**config.mk**
```make
export PLATFORM = sky130hd
export DESIGN_NAME = fcs_top
export DESIGN_NICKNAME = d
export VERILOG_FILES = /design/src/design/fcs_pkg.sv /design/src/design/fcs_top.sv /design/src/design/fcs_fclk_div.sv
export SDC_FILE = /design/constraint.sdc
export NUM_CORES = 1
export LEC_CHECK = 0
export ABC_AREA = 1
export BUFFER_PORTS_ARGS = -buffer_cell sky130_fd_sc_hd__buf_2
export CAP_MARGIN = 10
export CORE_ASPECT_RATIO = 0.5
export CORE_MARGIN = 5
export CORE_UTILIZATION = 28
export DETAILED_ROUTE_END_ITERATION = 10
export GPL_ROUTABILITY_DRIVEN = 0
export PLACE_DENSITY_LB_ADDON = 0.08
export SKIP_LAST_GASP = 1
export SLEW_MARGIN = 20
export SYNTH_ARGS = -nofsm -noshare
export SYNTH_HDL_FRONTEND = slang
export SYNTH_SLANG_ARGS = --single-unit
```
**constraint.sdc**
```tcl
create_clock -name mclk_i -period 7.9 [get_ports mclk_i]
set_input_delay 1.58 -clock mclk_i [delete_from_list [all_inputs] [get_ports mclk_i]]
set_output_delay 1.58 -clock mclk_i [all_outputs]
set_load 0.02 [all_outputs]
```
**src/design/fcs_pkg.sv**
```systemverilog
package fcs_pkg;

    // ----------------------------------------------------------------
    // Control register addresses and array geometry
    // ----------------------------------------------------------------
    localparam logic [15:0] FCS_ADDR_CLKDIV = 16'h1820;
    localparam logic [15:0] FCS_ADDR_OPTION = 16'h1821;
    localparam logic [15:0] FCS_ADDR_CONFIG = 16'h1823;
    localparam logic [15:0] FCS_ADDR_PROT = 16'h1824;
    localparam logic [15:0] FCS_ADDR_STATUS = 16'h1825;
    localparam logic [15:0] FCS_ADDR_CMD = 16'h1826;
    localparam logic [15:0] FCS_ADDR_NV_PROT = 16'hffbd;
    localparam logic [15:0] FCS_ADDR_NV_OPT = 16'hffbf;
    localparam logic [15:0] FCS_FLASH_BASE = 16'he000;
    localparam logic [15:0] FCS_VEC_LO = 16'hffc0;
    localparam logic [15:0] FCS_VEC_HI = 16'hfffd;
    localparam logic [5:0] FCS_ROW_START = 6'h00;
    localparam int FCS_ROW_LSB = 6;
    localparam int FCS_BOUND_LSB = 9;

    // ----------------------------------------------------------------
    // Field positions and values
    // ----------------------------------------------------------------
    localparam int FCS_ST_CBEF = 7;
    localparam int FCS_ST_CCF = 6;
    localparam int FCS_ST_PVIOL = 5;
    localparam int FCS_ST_ACCERR = 4;
    localparam int FCS_ST_BLANK = 2;
    localparam int FCS_DIV_LOADED = 7;
    localparam int FCS_DIV_PRE8 = 6;
    localparam int FCS_OPT_NORED = 6;
    localparam int FCS_PROT_DIS = 0;
    localparam logic [1:0] FCS_SEC_OPEN = 2'h2;
    localparam logic [2:0] FCS_PRE8_LAST = 3'h7;
    localparam logic [7:0] FCS_ZERO8 = 8'h00;

    // ----------------------------------------------------------------
    // Timing in flash clock cycles
    // ----------------------------------------------------------------
    localparam int FCS_CNT_W = 15;
    localparam logic [14:0] FCS_BYTE_CYC = 15'h0009;
    localparam logic [14:0] FCS_BURST_CYC = 15'h0004;
    localparam logic [14:0] FCS_BLANK_CYC = 15'h0010;
    localparam int FCS_PAGE_CYC = 32'h00000fa0;
    localparam int FCS_MASS_CYC = 32'h00004e20;
    localparam logic [14:0] FCS_CNT_ONE = 15'h0001;

    // ----------------------------------------------------------------
    // Types
    // ----------------------------------------------------------------
    typedef enum logic [6:0] {
        FCS_CMD_BLANK = 7'h05,
        FCS_CMD_BYTE = 7'h20,
        FCS_CMD_BURST = 7'h25,
        FCS_CMD_PAGE = 7'h40,
        FCS_CMD_MASS = 7'h41
    } fcs_cmd_t;

    typedef enum logic [1:0] {
        FCS_SEQ_IDLE = 2'h0,
        FCS_SEQ_LATCHED = 2'h1,
        FCS_SEQ_CMDWR = 2'h3,
        FCS_SEQ_QUEUED = 2'h2
    } fcs_seq_t;

    typedef struct packed {
        logic wr;
        logic rd;
        logic background_debug_path;
        logic [15:0] addr;
        logic [7:0] wdata;
    } fcs_bus_t;

    typedef struct packed {
        logic [6:0] cmd;
        logic [15:0] addr;
        logic [7:0] data;
    } fcs_pend_t;

    typedef struct packed {
        logic pump;
        logic prog;
        logic erase;
        logic mass;
        logic blank_chk;
        logic [15:0] addr;
        logic [7:0] data;
    } fcs_nvm_t;

endpackage

```
**src/design/fcs_top.sv**
```systemverilog
// What this block does
// - Each command opens with one array write; address and data are latched.
// - Command codes accepted: 0x05, 0x20, 0x25, 0x40, 0x41, held in buffer.
// - Writing one to buffer-empty flag clears it and launches the command.
// - Writing zero to buffer-empty mid-sequence cancels it and sets access error.
// - Command-complete flag reports when the launched command has finished.
// - Burst keeps pump on only if next burst queued and in same row.
// - A row is 64 bytes; address bits 5..0 zero start a new row.
// - First burst byte or new-row byte takes byte time; others take burst time.
// - No queued burst at completion: pump switched off.
// - Access error cleared by writing one; while set, commands are refused.
// - Array write before divider is configured sets access error.
// - Array write while command buffer is full sets access error.
// - Second array write or second command write before launch sets error.
// - After array write, writing any control register but command sets error.
// - Command code outside the five values sets access error.
// - After command write, any control access except launch sets error.
// - Stop mode during program or erase aborts it and sets access error.
// - Secured chip: debug path may only issue blank check or mass erase.
// - Protection loads from nonvolatile copy; only debug path may write it.
// - Last unprotected address is boundary bits then ones; disable bit low enables.
// - Partial protection and redirect enabled: vectors move below protected region.
// - Times: byte 9, burst 4, page erase 4000, mass erase 20000 flash cycles.
`timescale 1ns/1ps
module fcs_top
    import fcs_pkg::*;
#(
    parameter int PAGE_CYC = FCS_PAGE_CYC,
    parameter int MASS_CYC = FCS_MASS_CYC
)
(
    input wire logic mclk_i,
    input wire logic arst_n_i,
    input wire fcs_pkg::fcs_bus_t bus_i,
    output logic [7:0] bus_rdata_o,
    input wire logic stop_i,
    input wire logic [7:0] nv_protection_setting_i,
    input wire logic [7:0] nv_option_setting_i,
    input wire logic nvm_blank_i,
    output fcs_pkg::fcs_nvm_t nvm_o,
    input wire logic [15:0] vec_addr_i,
    output logic [15:0] vec_addr_o
);
    import fcs_pkg::*;

    // ----------------------------------------------------------------
    // Reset release
    // ----------------------------------------------------------------
    logic rst_meta_r, rst_n;

    always_ff @(posedge mclk_i or negedge arst_n_i)
    begin
        if (!arst_n_i)
        begin
            rst_meta_r <= 1'b0;
            rst_n <= 1'b0;
        end
        else
        begin
            rst_meta_r <= 1'b1;
            rst_n <= rst_meta_r;
        end
    end

    // ----------------------------------------------------------------
    // State
    // ----------------------------------------------------------------
    fcs_seq_t seq_r, seq_nxt;
    fcs_pend_t pend_r, pend_nxt;
    fcs_nvm_t nvm_nxt;
    logic [14:0] cnt_r, cnt_nxt;
    logic [7:0] clock_divider_r, clock_divider_nxt;
    logic [7:0] protection_reg_r, protection_reg_nxt;
    logic [7:0] option_r, option_nxt;
    logic nv_loaded_r, nv_loaded_nxt;
    logic ccf_r, ccf_nxt;
    logic accerr_r, accerr_nxt;
    logic pviol_r, pviol_nxt;
    logic blank_r, blank_nxt;
    logic [7:0] rdata_nxt;
    logic [15:0] vec_nxt;
    logic fclk_tick;

    fcs_fclk_div u_div (
        .clk_i(mclk_i),
        .rst_n_i(rst_n),
        .run_i(clock_divider_r[FCS_DIV_LOADED]),
        .pre8_i(clock_divider_r[FCS_DIV_PRE8]),
        .div_i(clock_divider_r[5:0]),
        .tick_o(fclk_tick)
    );

    // ----------------------------------------------------------------
    // Decoding helpers
    // ----------------------------------------------------------------
    function automatic logic is_ctrl(input logic [15:0] a);
        is_ctrl = (a >= FCS_ADDR_CLKDIV) && (a <= FCS_ADDR_CMD);
    endfunction

    function automatic logic [15:0] last_unprot(input logic [7:0] p);
        last_unprot = {p[7:1], {FCS_BOUND_LSB{1'b1}}};
    endfunction

    function automatic logic prot_hit(input logic [7:0] p, input logic [15:0] a);
        prot_hit = !p[FCS_PROT_DIS] && (a > last_unprot(p));
    endfunction

    function automatic logic code_ok(input logic [6:0] c);
        code_ok = (c == FCS_CMD_BLANK) || (c == FCS_CMD_BYTE) || (c == FCS_CMD_BURST)
            || (c == FCS_CMD_PAGE) || (c == FCS_CMD_MASS);
    endfunction

    function automatic logic [14:0] op_time(input logic [6:0] c);
        unique case (c)
            FCS_CMD_PAGE: op_time = PAGE_CYC[14:0];
            FCS_CMD_MASS: op_time = MASS_CYC[14:0];
            FCS_CMD_BLANK: op_time = FCS_BLANK_CYC;
            default: op_time = FCS_BYTE_CYC;
        endcase
    endfunction

    // ----------------------------------------------------------------
    // Sequencer, execution and register next values
    // ----------------------------------------------------------------
    logic arr_wr, ctrl_wr, ctrl_rd, secured, err, running, done, launch;
    logic burst_chain, start_q, refused;
    logic [15:0] next_addr, lu;

    always_comb
    begin
        seq_nxt = seq_r;
        pend_nxt = pend_r;
        nvm_nxt = nvm_o;
        cnt_nxt = cnt_r;
        clock_divider_nxt = clock_divider_r;
        protection_reg_nxt = protection_reg_r;
        option_nxt = option_r;
        nv_loaded_nxt = 1'b1;
        ccf_nxt = ccf_r;
        pviol_nxt = pviol_r;
        blank_nxt = blank_r;
        err = 1'b0;
        launch = 1'b0;
        start_q = 1'b0;
        arr_wr = bus_i.wr && (bus_i.addr >= FCS_FLASH_BASE);
        ctrl_wr = bus_i.wr && is_ctrl(bus_i.addr);
        ctrl_rd = bus_i.rd && is_ctrl(bus_i.addr);
        secured = (option_r[1:0] != FCS_SEC_OPEN);
        running = nvm_o.prog || nvm_o.erase || nvm_o.blank_chk;
        done = running && fclk_tick && (cnt_r == FCS_CNT_ONE);
        next_addr = nvm_o.addr + 16'h0001;
        lu = last_unprot(protection_reg_r);
        refused = 1'b0;

        // Nonvolatile copies are caught once, at the first edge after release
        if (!nv_loaded_r)
        begin
            protection_reg_nxt = nv_protection_setting_i;
            option_nxt = nv_option_setting_i;
        end

        // Flag clears and register writes outside a sequence
        if (ctrl_wr && (seq_r == FCS_SEQ_IDLE || seq_r == FCS_SEQ_QUEUED))
        begin
            if (bus_i.addr == FCS_ADDR_STATUS)
            begin
                if (bus_i.wdata[FCS_ST_PVIOL])
                    pviol_nxt = 1'b0;
            end
            if (bus_i.addr == FCS_ADDR_CLKDIV && !clock_divider_r[FCS_DIV_LOADED]
                && !accerr_r)
            begin
                clock_divider_nxt = {1'b1, bus_i.wdata[6:0]};
            end
            if (bus_i.addr == FCS_ADDR_PROT && bus_i.background_debug_path)
                protection_reg_nxt = bus_i.wdata;
        end

        unique case (seq_r)
            FCS_SEQ_IDLE:
            begin
                if (arr_wr && !accerr_r)
                begin
                    if (!clock_divider_r[FCS_DIV_LOADED])
                        err = 1'b1;
                    else
                    begin
                        pend_nxt.addr = bus_i.addr;
                        pend_nxt.data = bus_i.wdata;
                        seq_nxt = FCS_SEQ_LATCHED;
                    end
                end
            end
            FCS_SEQ_LATCHED:
            begin
                if (arr_wr)
                    err = 1'b1;
                else if (ctrl_wr && bus_i.addr == FCS_ADDR_CMD)
                begin
                    if (!code_ok(bus_i.wdata[6:0]))
                        err = 1'b1;
                    else if (bus_i.background_debug_path && secured && bus_i.wdata[6:0] != FCS_CMD_BLANK
                        && bus_i.wdata[6:0] != FCS_CMD_MASS)
                        err = 1'b1;
                    else
                    begin
                        pend_nxt.cmd = bus_i.wdata[6:0];
                        seq_nxt = FCS_SEQ_CMDWR;
                    end
                end
                else if (ctrl_wr)
                    err = 1'b1;
            end
            FCS_SEQ_CMDWR:
            begin
                if (ctrl_wr && bus_i.addr == FCS_ADDR_STATUS && bus_i.wdata[FCS_ST_CBEF])
                    launch = 1'b1;
                else if (arr_wr || ctrl_wr || ctrl_rd)
                    err = 1'b1;
            end
            FCS_SEQ_QUEUED:
            begin
                if (arr_wr)
                    err = 1'b1;
            end
            default:
            begin
                seq_nxt = FCS_SEQ_IDLE;
            end
        endcase

        if (err && seq_r != FCS_SEQ_QUEUED)
            seq_nxt = FCS_SEQ_IDLE;

        if (launch)
        begin
            ccf_nxt = 1'b0;
            if ((pend_r.cmd == FCS_CMD_MASS && !protection_reg_r[FCS_PROT_DIS])
                || (pend_r.cmd != FCS_CMD_BLANK && pend_r.cmd != FCS_CMD_MASS
                && prot_hit(protection_reg_r, pend_r.addr)))
            begin
                refused = 1'b1;
                pviol_nxt = 1'b1;
                ccf_nxt = !running;
                seq_nxt = FCS_SEQ_IDLE;
            end
            else
                seq_nxt = FCS_SEQ_QUEUED;
        end

        // Execution engine
        burst_chain = nvm_o.prog && nvm_o.pump && (pend_r.cmd == FCS_CMD_BURST)
            && (pend_r.addr == next_addr)
            && (pend_r.addr[FCS_ROW_LSB-1:0] != FCS_ROW_START);
        if (running && fclk_tick && !done)
            cnt_nxt = cnt_r - FCS_CNT_ONE;
        if (done)
        begin
            nvm_nxt.prog = 1'b0;
            nvm_nxt.erase = 1'b0;
            nvm_nxt.mass = 1'b0;
            if (nvm_o.blank_chk)
                blank_nxt = nvm_blank_i;
            nvm_nxt.blank_chk = 1'b0;
            if (seq_r == FCS_SEQ_QUEUED && burst_chain)
                nvm_nxt.pump = 1'b1;
            else
                nvm_nxt.pump = 1'b0;
            if (seq_nxt != FCS_SEQ_QUEUED)
                ccf_nxt = 1'b1;
        end
        if (seq_r == FCS_SEQ_QUEUED && (!running || (done && burst_chain)))
        begin
            start_q = 1'b1;
            seq_nxt = FCS_SEQ_IDLE;
            nvm_nxt.addr = pend_r.addr;
            nvm_nxt.data = pend_r.data;
            nvm_nxt.prog = (pend_r.cmd == FCS_CMD_BYTE) || (pend_r.cmd == FCS_CMD_BURST);
            nvm_nxt.erase = (pend_r.cmd == FCS_CMD_PAGE) || (pend_r.cmd == FCS_CMD_MASS);
            nvm_nxt.mass = (pend_r.cmd == FCS_CMD_MASS);
            nvm_nxt.blank_chk = (pend_r.cmd == FCS_CMD_BLANK);
            nvm_nxt.pump = pend_r.cmd != FCS_CMD_BLANK;
            if (pend_r.cmd == FCS_CMD_BLANK)
                blank_nxt = 1'b0;
            cnt_nxt = (done && burst_chain) ? FCS_BURST_CYC : op_time(pend_r.cmd);
        end

        // Stop mode abandons program and erase, and anything queued behind it
        if (stop_i && (nvm_o.prog || nvm_o.erase))
        begin
            nvm_nxt.prog = 1'b0;
            nvm_nxt.erase = 1'b0;
            nvm_nxt.mass = 1'b0;
            nvm_nxt.pump = 1'b0;
            seq_nxt = FCS_SEQ_IDLE;
            err = 1'b1;
            ccf_nxt = 1'b1;
        end

        // A new error wins over a clear written in the same cycle
        accerr_nxt = accerr_r;
        if (ctrl_wr && bus_i.addr == FCS_ADDR_STATUS && bus_i.wdata[FCS_ST_ACCERR])
            accerr_nxt = 1'b0;
        if (err)
            accerr_nxt = 1'b1;

        // Read data
        unique case (bus_i.addr)
            FCS_ADDR_CLKDIV: rdata_nxt = clock_divider_r;
            FCS_ADDR_OPTION: rdata_nxt = option_r;
            FCS_ADDR_PROT: rdata_nxt = protection_reg_r;
            FCS_ADDR_STATUS: rdata_nxt = {seq_r != FCS_SEQ_QUEUED, ccf_r, pviol_r,
                accerr_r, 1'b0, blank_r, 2'b00};
            FCS_ADDR_CMD: rdata_nxt = {1'b0, pend_r.cmd};
            default: rdata_nxt = FCS_ZERO8;
        endcase
        if (!bus_i.rd)
            rdata_nxt = FCS_ZERO8;

        // Vector fetch redirection; the reset vector stays where it is
        vec_nxt = vec_addr_i;
        if (!option_r[FCS_OPT_NORED] && !protection_reg_r[FCS_PROT_DIS]
            && lu >= FCS_FLASH_BASE
            && vec_addr_i >= FCS_VEC_LO && vec_addr_i <= FCS_VEC_HI)
        begin
            vec_nxt = {lu[15:FCS_ROW_LSB], vec_addr_i[FCS_ROW_LSB-1:0]};
        end
    end

    // ----------------------------------------------------------------
    // Registers
    // ----------------------------------------------------------------
    always_ff @(posedge mclk_i or negedge rst_n)
    begin
        if (!rst_n)
        begin
            seq_r <= FCS_SEQ_IDLE;
            pend_r <= '0;
            nvm_o <= '0;
            cnt_r <= '0;
            clock_divider_r <= FCS_ZERO8;
            protection_reg_r <= FCS_ZERO8;
            option_r <= FCS_ZERO8;
            nv_loaded_r <= 1'b0;
            ccf_r <= 1'b1;
            accerr_r <= 1'b0;
            pviol_r <= 1'b0;
            blank_r <= 1'b0;
            bus_rdata_o <= FCS_ZERO8;
            vec_addr_o <= '0;
        end
        else
        begin
            seq_r <= seq_nxt;
            pend_r <= pend_nxt;
            nvm_o <= nvm_nxt;
            cnt_r <= cnt_nxt;
            clock_divider_r <= clock_divider_nxt;
            protection_reg_r <= protection_reg_nxt;
            option_r <= option_nxt;
            nv_loaded_r <= nv_loaded_nxt;
            ccf_r <= ccf_nxt;
            accerr_r <= accerr_nxt;
            pviol_r <= pviol_nxt;
            blank_r <= blank_nxt;
            bus_rdata_o <= rdata_nxt;
            vec_addr_o <= vec_nxt;
        end
    end

endmodule // fcs_top

```
**src/design/fcs_fclk_div.sv**
```systemverilog
`timescale 1ns/1ps
module fcs_fclk_div
    import fcs_pkg::*;
(
    input wire logic clk_i,
    input wire logic rst_n_i,
    input wire logic run_i,
    input wire logic pre8_i,
    input wire logic [5:0] div_i,
    output logic tick_o
);
    import fcs_pkg::*;

    logic [2:0] pre_r, pre_nxt;
    logic [5:0] cnt_r, cnt_nxt;
    logic tick_nxt;
    logic pre_done;

    // ----------------------------------------------------------------
    // Flash timing clock: bus clock / (8 if pre8) / (div + 1)
    // ----------------------------------------------------------------
    always_comb
    begin
        pre_nxt = pre_r;
        cnt_nxt = cnt_r;
        tick_nxt = 1'b0;
        pre_done = !pre8_i || (pre_r == FCS_PRE8_LAST);
        if (run_i)
        begin
            pre_nxt = pre_done ? 3'h0 : pre_r + 3'h1;
            if (pre_done)
            begin
                if (cnt_r == div_i)
                begin
                    cnt_nxt = 6'h00;
                    tick_nxt = 1'b1;
                end
                else
                begin
                    cnt_nxt = cnt_r + 6'h01;
                end
            end
        end
    end

    always_ff @(posedge clk_i or negedge rst_n_i)
    begin
        if (!rst_n_i)
        begin
            pre_r <= 3'h0;
            cnt_r <= 6'h00;
            tick_o <= 1'b0;
        end
        else
        begin
            pre_r <= pre_nxt;
            cnt_r <= cnt_nxt;
            tick_o <= tick_nxt;
        end
    end

endmodule // fcs_fclk_div

```
==> impl_metrics.yaml <==
power:
  pwr-share-seq: 0.447
  switchingPower_mw: 0.411
  ir_worst_vdd_mv: 0.139
  clkPwrFrac: 0.503
  power_leakage_nw: 4.53
  internal_power_mw: 1.27
  switching_share: 0.244
  combinationalPowerShare: 0.050
  cellPowerDensity_nw_per_um2: 191
worst_setup_path:
  worstSetupStartpointType: "input port"
  timing.rr.start: "nvm_o[8]$_DFFE_PN0P_"
  crit_top_cell: "inv_1"
  cp_slowest_stage_delay_ns: 0.61
  timing.rr.end: "cnt_r[14]$_DFFE_PN0P_"
  end_kind: "register"
  crit_buf_inv: 4
  path_delay_family: "simple AND/OR/NAND/NOR gates"
  cp_slowest_cell: "nor4_1"
  reg2reg_depth: 14
  crit_cells: 8
  worstPathArrival_ns: 3.76
  worstPathRequired_ns: 8.23
  reg2reg_slack_ns: 4.73
  critPathKind: "in -> reg"
  crit_fanout: 30
  path_cells: "buf_2 -> inv_1 -> nor4_1 -> inv_1 -> nor2_1 -> nand3_1 -> buf_4 -> mux2_2"
floorplanning:
  rows: 41
  io_pins: 116
  initial_core_util: 0.288
  coreArea_um2: 25500
  dieArea_um2: 29800
  die_y_um: 125
  die_x_um: 239
logic_synthesis:
  yosys.area.top_type: "dfrtp_1"
  synth_area_leaders: "dfrtp_1 48%, nand2_1 13%, inv_1 5.2%, nor2_1 4.5%, o21ai_0 4.0%"
  syn_inst: 917
  ys_seq_area_frac: 0.484
  ys_ff_latch: 142
  yosys.area.top_type_share: 0.480
  syn_area_per_cell_um2: 8.01
  synth_warnings: 0
  synthArstFlopShare: 1.00
  synth_edf_count: 0
  synth_flop_cell: "dfrtp_1"
  ys_types: 42
  syn_area_um2: 7340
sta:
  finClkSkew_ns: 0.00912
  fin_crit_sh: 0.434
  final_hold_viol_count: 0
  rsz0062_at_grt: "false"
  setup_slack_ns: 4.47
  tns_ns: 0
  setup_violations: 0
  max_freq_ghz: 0.291
  drv_slew: 0
  min_period_ns: 3.43
  worstMarginPinSlew_ns: 0.814
  slew_headroom: 0.457
global_routing:
  grt_max_degree: 56
  grt_pass1_wl_mm: 36.8
  antenna_found_initial: 0
  grt_remaining_overflow: 0
  grt_pass1_vias: 6317
  grt_use_total: 0.161
final_layout:
  nNetsFinal: 1105
  fin_cells: 1385
  drive_above_1_share: 0.179
  final_design_area_no_fill_um2: 8840
  syn_to_final_growth_pct: 20.3
  final_cell_mix: "252 x nand2_1, 140 x dfrtp_1, 115 x buf_2, 101 x inv_1, 89 x nor2_1"
  final_common_cell: "nand2_1"
  antennaDiodeCount: 0
clock_tree:
  cts_inserted_buffers: 17
  cts_tree: "done"
  clock_latency_ns: 0.44
  cts.sinks: 142
  htreeDepth: 4
  hold_buffers: 0
  cts-root-buf: "clkbuf_16"
  clk_pin_slew_ns: 0.06
  clk_path_buf_depth: 2
  cts_setup_buffers: 0
  cts_resized: 0
detailed_routing:
  drt_pre_antenna_iters: 4
  initialDrtViolationCount: 455
  drc: 0
  routed_wl_mm: 23.5
  wl_per_cell_um: 17.0
  vias: 6378
  drtAntennaViolNets: 0
  viasPerCell: 4.61
worst_hold_path:
  hold_class: "reg -> async"
place:
  dp_hpwl_mm: 18.0
  place_inst: 1354
  io_buffers: 115
  dpl_cell_area_um2: 8230
  post-place-ws_ns: 4.00
job:
  maxCapViolCount: 0
outcome:
  status: "complete, no violations"
[worst register-to-register path, stage by stage, from the launching register on]
cell,delay (ns)
dfrtp_1,0.51
ha_1,0.25
inv_1,0.09
nor2_4,0.18
nand3_2,0.12
nor2_2,0.13
nand2_1,0.09
xor2_1,0.16
nor2_2,0.09
nand3_2,0.11
nand2_4,0.07
nand2_4,0.46
nand2_1,0.52
o21ai_1,0.25
inv_1,0.05
[cells in the mapped netlist, types with 2 or more instances]
library cell    n
nand2_1       252
dfrtp_1       141
inv_1         101
nor2_1         89
o21ai_0        58
nand3_1        51
a21oi_1        31
nand4_1        24
nor3_1         18
clkbuf_1       16
mux2_2         14
xnor2_1        14
xor2_1         14
ha_1           13
o21ai_1        11
nor4_1         10
nor2_2          8
buf_6           5
o22ai_1         5
a31oi_1         4
or2_2           4
a221oi_1        3
buf_2           3
nor3b_1         3
o31ai_1         3
buf_4           2
nand2_4         2
nand3_2         2
nand3b_1        2
o211ai_1        2
[registers in the layout (all words and copies together), names as in the netlist, 2 cells and up]
name and count:
option_r 8, clock_divider_r 8, bus_rdata_o 8, vec_addr_o 16
seq_r 2, u_div.cnt_r 6, nvm_o 29, cnt_r 15
protection_reg_r 8, u_div.pre_r 3, pend_r 31
[stage by stage]
stage / util / power [mW] / hold WS [ns]
after CTS: 0.347 / 1.71 / 0.348
final: 0.347 / 1.69 / 0.312
after detailed placement: 0.323 / 0.853 / 0.341
after global placement: 0.323 / 0.852 / 0.338
after global routing: 0.347 / 1.75 / 0.360
after floorplan: - / 0.805 / 0.331
[power by group through the flow]
stage	clock, mW	sequential, mW	combinational [mW]
6_report	0.849	0.753	0.0838
5_1_grt	0.903	0.755	0.0944
4_1_cts	0.875	0.754	0.0860
3_5_place_dp	0	0.767	0.0856
3_3_place_gp	0	0.767	0.0855
2_1_floorplan	0	0.775	0.0302
[layout make-up]
class / count / area [um^2]
multi-input cells: 647 / 3260
fillers: 2740 / 16700
clock inverters: 12 / 161
well taps: 344 / 430
repair buffers: 118 / 598
clock buffers: 19 / 443
flip-flops and latches: 142 / 3560
inverters: 103 / 389
[cell families after synthesis]
logic type / count (synthesis) / synth area share
compound gates: 121 / 0.0896
xor+xnor: 28 / 0.0334
fa+ha+maj: 13 / 0.0221
buf+inv: 129 / 0.0729
flops: 142 / 0.484
mux: 14 / 0.0215
other cells: 1 / 0.000511
simple gates: 469 / 0.276
[routing by layer]
layer,track usage,routed length (um)
met4,0.0436,278
met5,0,0
met3,0.0356,827
met1,0.234,11900
met2,0.240,10500
[how the worst max path moves through the flow]
| stage | from | to |
|---|---|---|
| finish | bus_i[21] | pend_r[15]$_DFFE_PN0P_ |
| global route | bus_i[16] | protection_reg_r[5]$_DFF_PN0_ |
| global placement | bus_i[16] | bus_rdata_o[2]$_DFF_PN0_ |
| detailed placement | bus_i[16] | bus_rdata_o[2]$_DFF_PN0_ |
| CTS | bus_i[16] | bus_rdata_o[2]$_DFF_PN0_ |
| floorplan | rst_n$_DFF_PN0_ | accerr_r$_DFFE_PN0P_ |
No activity file was read; power rests on OpenSTA's default activity.
